File: src/hdl/bus_gate_pkg.sv
/*
 * constants for the peripheral bus clock gating block: register indices,
 * field layouts, reset values and bus widths.
 * assumes a 32-bit APB register port; byte address is four times the index.
 */
package bus_gate_pkg;

    // ************************************************************
    // bus geometry
    // ************************************************************
    localparam int ADDR_W = 8;
    localparam int DATA_W = 32;

    // register indices as printed, byte address = index * 4
    localparam logic [ADDR_W-1:0] IDX_SECOND_MASK = 8'h1C;
    localparam logic [ADDR_W-1:0] IDX_THIRD_MASK  = 8'h20;
    localparam logic [ADDR_W-1:0] IDX_IRQ_CLEAR   = 8'h34;
    localparam logic [ADDR_W-1:0] IDX_IRQ_SET     = 8'h35;
    localparam logic [ADDR_W-1:0] IDX_IRQ_STATUS  = 8'h36;
    localparam logic [ADDR_W-1:0] IDX_STATUS_CLR  = 8'h37;

    // ************************************************************
    // field layouts and reset values
    // ************************************************************
    localparam int SECOND_W = 5;   // bits 4:0 implemented
    localparam int THIRD_W  = 20;  // bits 19:0 implemented

    localparam logic [DATA_W-1:0] SECOND_RESET = 32'h0000_007F;
    localparam logic [DATA_W-1:0] THIRD_RESET  = 32'h0001_0000;
    localparam logic [7:0]        IRQ_EN_RESET = 8'h00;

    localparam int SETTLED_BIT = 0;

    // second bus bit positions
    localparam int B_ACCESS_GUARD_ONE = 0;
    localparam int B_DEBUG_SERVICE    = 1;
    localparam int B_FLASH_CTL        = 2;
    localparam int B_IO_PORT          = 3;
    localparam int B_DMA_CTL          = 4;

    // third bus bit positions
    localparam int C_ACCESS_GUARD_TWO = 0;
    localparam int C_EVENT_ROUTING    = 1;
    localparam int C_SERIAL_LO        = 2;   // serial units 0..5 at 2..7
    localparam int C_CTL_TIMER_LO     = 8;   // control timers 0..2 at 8..10
    localparam int C_TIMER_LO         = 11;  // timers 3..7 at 11..15
    localparam int C_ADC              = 16;
    localparam int C_ANALOG_CMP       = 17;
    localparam int C_DAC              = 18;
    localparam int C_TOUCH_CTL        = 19;

endpackage

File: src/hdl/gate_mask_if.sv
/*
 * carries the two clock mask words from the register file to the
 * enable stage.
 * assumes both ends run on the same clock.
 */
`timescale 1ns/100ps
`default_nettype none

interface gate_mask_if;
    import bus_gate_pkg::*;

    logic [SECOND_W-1:0] second_mask;
    logic [THIRD_W-1:0]  third_mask;

    modport source (output second_mask, output third_mask);
    modport sink   (input second_mask, input third_mask);
endinterface

`default_nettype wire

File: src/hdl/clock_enable_stage.sv
/*
 * registers the mask words into the per-peripheral bus clock enables.
 * assumes the peripherals qualify their bus clock with these enables.
 */
`timescale 1ns/100ps
`default_nettype none

module clock_enable_stage
    import bus_gate_pkg::*;
(
    // clock and reset
    input  wire logic            clk,
    input  wire logic            rst_n,
    // masks from the register file
    gate_mask_if.sink            masks,
    // per-peripheral enables
    output logic [SECOND_W-1:0]  second_en,
    output logic [THIRD_W-1:0]   third_en
);

    logic [SECOND_W-1:0] second_en_reg;
    logic [SECOND_W-1:0] second_en_next;
    logic [THIRD_W-1:0]  third_en_reg;
    logic [THIRD_W-1:0]  third_en_next;

    // one on a bit passes the clock, zero stops it
    always_comb begin
        second_en_next = masks.second_mask;
        third_en_next  = masks.third_mask;
    end

    // registered so enables change glitch-free at a clock edge
    always_ff @(posedge clk or negedge rst_n) begin
        if (!rst_n) begin
            second_en_reg <= SECOND_RESET[SECOND_W-1:0];
            third_en_reg  <= THIRD_RESET[THIRD_W-1:0];
        end else begin
            second_en_reg <= second_en_next;
            third_en_reg  <= third_en_next;
        end
    end

    assign second_en = second_en_reg;
    assign third_en  = third_en_reg;

endmodule

`default_nettype wire

File: src/hdl/bus_clock_gating.sv
/*
 * peripheral bus clock gating: two mask registers and the clock-ready
 * interrupt enable with its set/clear pair, behind an APB slave.
 * assumes a single 200 MHz clock, synchronous inputs and an APB master
 * that holds each request until pready.
 */
`timescale 1ns/100ps
`default_nettype none

module bus_clock_gating
    import bus_gate_pkg::*;
(
    // clock and reset
    input  wire logic              CLK,
    input  wire logic              RST_B,
    // apb slave
    input  wire logic              PSEL,
    input  wire logic              PENABLE,
    input  wire logic              PWRITE,
    input  wire logic [ADDR_W-1:0] PADDR,
    input  wire logic [DATA_W-1:0] PWDATA,
    output logic [DATA_W-1:0]      PRDATA,
    output logic                   PREADY,
    output logic                   PSLVERR,
    // protection and clock status
    input  wire logic              WRITE_LOCK,
    input  wire logic              CLOCKS_SETTLED,
    // interrupt
    output logic                   IRQ,
    // gated bus clock enables
    output logic [SECOND_W-1:0]    SECOND_BUS_CLK_EN,
    output logic [THIRD_W-1:0]     THIRD_BUS_CLK_EN
);

    // ************************************************************
    // reset release
    // ************************************************************
    logic rst_meta_reg;
    logic rst_n;

    // assert at once, release after two edges
    always_ff @(posedge CLK or negedge RST_B) begin
        if (!RST_B) begin
            rst_meta_reg <= 1'b0;
            rst_n        <= 1'b0;
        end else begin
            rst_meta_reg <= 1'b1;
            rst_n        <= rst_meta_reg;
        end
    end

    // ************************************************************
    // address decode
    // ************************************************************
    function automatic logic hit(input logic [ADDR_W-1:0] addr,
                                 input logic [ADDR_W-1:0] idx);
        // word aligned, index times four
        hit = (addr[1:0] == 2'b00) && (addr[ADDR_W-1:2] == idx[ADDR_W-3:0]);
    endfunction

    logic setup;
    logic access;
    logic wr_ok;
    logic mapped;

    assign setup  = PSEL && !PENABLE;
    assign access = PSEL && PENABLE;
    assign mapped = hit(PADDR, IDX_SECOND_MASK) || hit(PADDR, IDX_THIRD_MASK)
                 || hit(PADDR, IDX_IRQ_CLEAR)   || hit(PADDR, IDX_IRQ_SET)
                 || hit(PADDR, IDX_IRQ_STATUS)  || hit(PADDR, IDX_STATUS_CLR);
    assign wr_ok  = access && PWRITE && !WRITE_LOCK;

    // ************************************************************
    // register file
    // ************************************************************
    logic [SECOND_W-1:0] second_mask_reg;
    logic [SECOND_W-1:0] second_mask_next;
    logic [THIRD_W-1:0]  third_mask_reg;
    logic [THIRD_W-1:0]  third_mask_next;
    logic                irq_en_reg;
    logic                irq_en_next;
    logic                flag_reg;
    logic                flag_next;

    // next values; lock blocks every write, set of the flag beats its clear
    always_comb begin
        second_mask_next = second_mask_reg;
        third_mask_next  = third_mask_reg;
        irq_en_next      = irq_en_reg;
        flag_next        = flag_reg;
        if (wr_ok && hit(PADDR, IDX_SECOND_MASK)) begin
            second_mask_next = PWDATA[SECOND_W-1:0];
        end
        if (wr_ok && hit(PADDR, IDX_THIRD_MASK)) begin
            third_mask_next = PWDATA[THIRD_W-1:0];
        end
        if (wr_ok && hit(PADDR, IDX_IRQ_CLEAR) && PWDATA[SETTLED_BIT]) begin
            irq_en_next = 1'b0;
        end
        if (wr_ok && hit(PADDR, IDX_IRQ_SET) && PWDATA[SETTLED_BIT]) begin
            irq_en_next = 1'b1;
        end
        if (wr_ok && hit(PADDR, IDX_STATUS_CLR) && PWDATA[SETTLED_BIT]) begin
            flag_next = 1'b0;
        end
        if (CLOCKS_SETTLED) begin
            flag_next = 1'b1;
        end
    end

    // reset values leave the second bus running, only the ADC on the third
    always_ff @(posedge CLK or negedge rst_n) begin
        if (!rst_n) begin
            second_mask_reg <= SECOND_RESET[SECOND_W-1:0];
            third_mask_reg  <= THIRD_RESET[THIRD_W-1:0];
            irq_en_reg      <= IRQ_EN_RESET[SETTLED_BIT];
            flag_reg        <= 1'b0;
        end else begin
            second_mask_reg <= second_mask_next;
            third_mask_reg  <= third_mask_next;
            irq_en_reg      <= irq_en_next;
            flag_reg        <= flag_next;
        end
    end

    // ************************************************************
    // read path
    // ************************************************************
    logic [DATA_W-1:0] rdata_reg;
    logic [DATA_W-1:0] rdata_next;

    // data picked in the setup cycle so it is a flop in the access cycle
    always_comb begin
        rdata_next = rdata_reg;
        if (setup) begin
            rdata_next = '0;
            if (hit(PADDR, IDX_SECOND_MASK)) begin
                rdata_next[SECOND_W-1:0] = second_mask_reg;
            end else if (hit(PADDR, IDX_THIRD_MASK)) begin
                rdata_next[THIRD_W-1:0] = third_mask_reg;
            end else if (hit(PADDR, IDX_IRQ_CLEAR) || hit(PADDR, IDX_IRQ_SET)) begin
                rdata_next[SETTLED_BIT] = irq_en_reg;
            end else if (hit(PADDR, IDX_IRQ_STATUS)) begin
                rdata_next[SETTLED_BIT] = flag_reg;
            end
        end
    end

    always_ff @(posedge CLK or negedge rst_n) begin
        if (!rst_n) begin
            rdata_reg <= '0;
        end else begin
            rdata_reg <= rdata_next;
        end
    end

    // zero wait states; error on any unmapped access, read or write, or on a locked-out write
    assign PRDATA  = rdata_reg;
    assign PREADY  = 1'b1;
    assign PSLVERR = access && (!mapped || (PWRITE && WRITE_LOCK));

    // ************************************************************
    // interrupt and clock enables
    // ************************************************************
    logic irq_reg;
    logic irq_next;

    // clearing the enable withdraws the request at the same edge
    always_comb begin
        irq_next = irq_en_next && flag_next;
    end

    always_ff @(posedge CLK or negedge rst_n) begin
        if (!rst_n) begin
            irq_reg <= 1'b0;
        end else begin
            irq_reg <= irq_next;
        end
    end

    assign IRQ = irq_reg;

    gate_mask_if masks ();

    assign masks.second_mask = second_mask_reg;
    assign masks.third_mask  = third_mask_reg;

    clock_enable_stage clock_enable_stage_i (
        .clk       (CLK),
        .rst_n     (rst_n),
        .masks     (masks),
        .second_en (SECOND_BUS_CLK_EN),
        .third_en  (THIRD_BUS_CLK_EN)
    );
endmodule

`default_nettype wire

File: config.mk
export PLATFORM = sky130hd
export DESIGN_NAME = bus_clock_gating
export DESIGN_NICKNAME = d
export VERILOG_FILES = /design/src/hdl/bus_gate_pkg.sv /design/src/hdl/gate_mask_if.sv /design/src/hdl/clock_enable_stage.sv /design/src/hdl/bus_clock_gating.sv
export SDC_FILE = /design/constraint.sdc
export NUM_CORES = 1
export LEC_CHECK = 0
export BUFFER_PORTS_ARGS = -buffer_cell sky130_fd_sc_hd__clkbuf_2
export CORE_MARGIN = 10
export CORE_UTILIZATION = 52
export DETAILED_ROUTE_END_ITERATION = 12
export GPL_ROUTABILITY_DRIVEN = 0
export PLACE_DENSITY_LB_ADDON = 0.3
export SLEW_MARGIN = 20
export SYNTH_ARGS = -nofsm -noshare
export SYNTH_HDL_FRONTEND = slang
export SYNTH_SLANG_ARGS = --single-unit
File: constraint.sdc
create_clock -name CLK -period 7.02 [get_ports CLK]
set_input_delay 0.702 -clock CLK [delete_from_list [all_inputs] [get_ports CLK]]
set_output_delay 0.702 -clock CLK [all_outputs]
set_load 0.02 [all_outputs]
==> metrics.yaml <==
status:
  run_status: "completed"
clocking:
  clock-sinks: 75
  cts_inserted_buffers: 9
  htree_levels: 3
  clk_pin_slew_ps: 80
  cts_buffer_depth: 2
  post_cts_buffers: 0
  cts.hold.buffers_added: 0
  cts_resized: 0
  cts-root-buf: "clkbuf_8"
  clk_latency_ps: 330
  cts_tree: "yes"
power_and_ir_drop:
  leakagePower_uw: 0.00186
  powerDensity_mw_per_mm2: 249
  vdd_drop_max_mv: 0.129
global_routing:
  grt_start_max_net_pins: 49
  grt_first_pass_wirelength_mm: 9.61
  antenna_found_initial: 0
  grt_pass1_vias: 1911
  grt_use_total: 0.138
  grt_overflow: 0
cells_and_area:
  final_util: 0.642
  drive_gt1_frac: 0.520
  synthToLayoutAreaGrowth_pct: 21.4
  diodes: 0
  stdcell_area_mm2: 0.00349
  nets: 313
floorplan:
  core_mm2: 0.00544
  start_util: 0.529
  die_area_mm2: 0.00890
  fp-row-count: 27
  chipWidth_um: 94.4
  io_pins: 107
  die_h_um: 94.4
route:
  postRouteAntennaNets: 0
  remaining_drc_errors: 0
  via_count: 1746
  drt-wirelength-per-cell_um: 17.8
  drt_pass1_iterations: 5
  totalWireLength_mm: 6.10
  viasPerCell: 5.09
  drt-initial-drc-count: 69
timing:
  setup_tns_ps: 0
  finalSetupViolCount: 0
  finalHoldViolations: 0
  max_freq_mhz: 390
  skew_ps: 5.85
  fin_ws_ps: 4460
  period_needed_ps: 2560
  fin_crit_sh: 0.365
  hold_slack_ps: 138
  drv_slew: 0
  worstMarginPinSlew_ps: 862
  slew_headroom: 0.425
  rsz0062_at_grt: "false"
logic_synthesis:
  ys.flop_type: "dfrtp_1"
  syn_inst: 181
  synth.avg_cell_area_um2: 15.9
  synth-edff-count: 0
  ys_ff_latch: 75
  synth.yosys.warnings: 0
  synth.distinct_cells: 35
  synth-seq-area-share: 0.658
  syn_area_mm2: 0.00288
  synthArstFlopShare: 1.00
worst_setup_path:
  crit_family: "simple AND/OR/NAND/NOR gates"
  worstPathMaxFanout: 8
  crit_path_top_delay_cell: "nor4_4"
  cp-start-kind: "input port"
  slowest_delay_ps: 460
  setup.worst_path.end_class: "primary output"
  crit_buf_inv: 2
  cp.arrival_ps: 1860
  worstSetupPathType: "in -> out"
  required_ps: 6320
  crit_top_cell: "clkbuf_2"
  cp_cell_sequence: "clkbuf_2 -> nor4_4 -> o21ai_0 -> a22oi_1 -> nor2_1 -> clkbuf_2"
placed_design:
  placed_area_mm2: 0.00325
  post-dp-hpwl_mm: 4.30
  io_buffers: 81
  dpl_worst_slack_ps: 4460
run:
  max_cap_violations: 0
min_path:
  min_path_type: "in -> async"
## power breakdown
group	switching, uW	internal, uW	total (uW)
Sequential	4.64	436	441
Clock	153	238	391
Combinational	26.2	12.7	38.8
## placed cells by master, fill, tap and decap left out, drive strengths merged, types with 2 or more instances in the layout
cell    instances
a21o            2
a21oi           2
a222oi          4
a22o           15
and3            4
and4b           3
bufinv          3
clkbuf         91
clkinv          2
conb           14
dfrtp          63
dfstp          12
inv             6
mux2           25
nand2           3
nand4           2
nor2            3
o21ai           3
## worst paths after layout
path	from	endpoint	slack, ps	depth (start not counted)
hold reg to reg	rst_n$_DFF_PN0_	masks.third_mask[18]$_DFFE_PN0P_	270	0
setup / recovery	PADDR[3]	PSLVERR	4460	6
setup reg to reg	rst_n$_DFF_PN0_	clock_enable_stage_i.third_en[16]$_DFF_PN1_	5760	1
max in group asynchronous	rst_n$_DFF_PN0_	clock_enable_stage_i.third_en[16]$_DFF_PN1_	5760	1
hold / removal	RST_B	rst_n$_DFF_PN0_	140	1
min in group CLK	rst_meta_reg$_DFF_PN0_	rst_n$_DFF_PN0_	360	0
## metal layers
layer | share of wire | GRT usage | up-vias | wire [um]
li1 | - | - | 798 | -
met3 | 0.080 | 0.0476 | 6 | 487
met1 | 0.42 | 0.173 | 877 | 2580
met2 | 0.49 | 0.214 | 65 | 2970
met4 | 0.0089 | 0.0532 | 0 | 54
met5 | 0 | 0 | - | 0
## cell usage after synthesis, types with 3 or more instances
library cell	instances	area (um2)
a222oi_1	4	40.0
a22o_1	15	131
and3_2	3	22.5
and4b_1	3	30.0
buf_4	14	105
dfrtp_1	63	1580
dfstp_2	12	315
inv_1	5	18.8
mux2_2	5	56.3
mux2_4	20	300
nand2_1	3	11.3
nor2_1	3	11.3
o21ai_0	3	15.0
## area by class of cell
cell class	count	area (um2)
fillers	427	1950
clock buffers	10	128
well taps	72	90.1
flip-flops and latches	75	1890
inverters	5	18.8
multi-input cells	93	835
clock inverters	6	113
repair buffers	82	413
## per-stage QoR
step	power, uW	cells
final	871	343
after detailed placement	488	327
after global placement	487	327
after CTS	879	343
after floorplan	474	193
after global routing	905	343
## cell families (layout without fill, tap and decap cells)
group / count (synthesis) / after routing / share of synthesized area
AO/OA/AOI/OAI: 31 / 31 / 0.0870
multiplexers: 25 / 25 / 0.124
AND/OR/NAND/NOR: 23 / 23 / 0.0609
flip-flops: 75 / 75 / 0.658
other: 2 / 14 / 0.00261
buffers and inverters: 25 / 103 / 0.0674
Power figures use the tool's default switching activity.
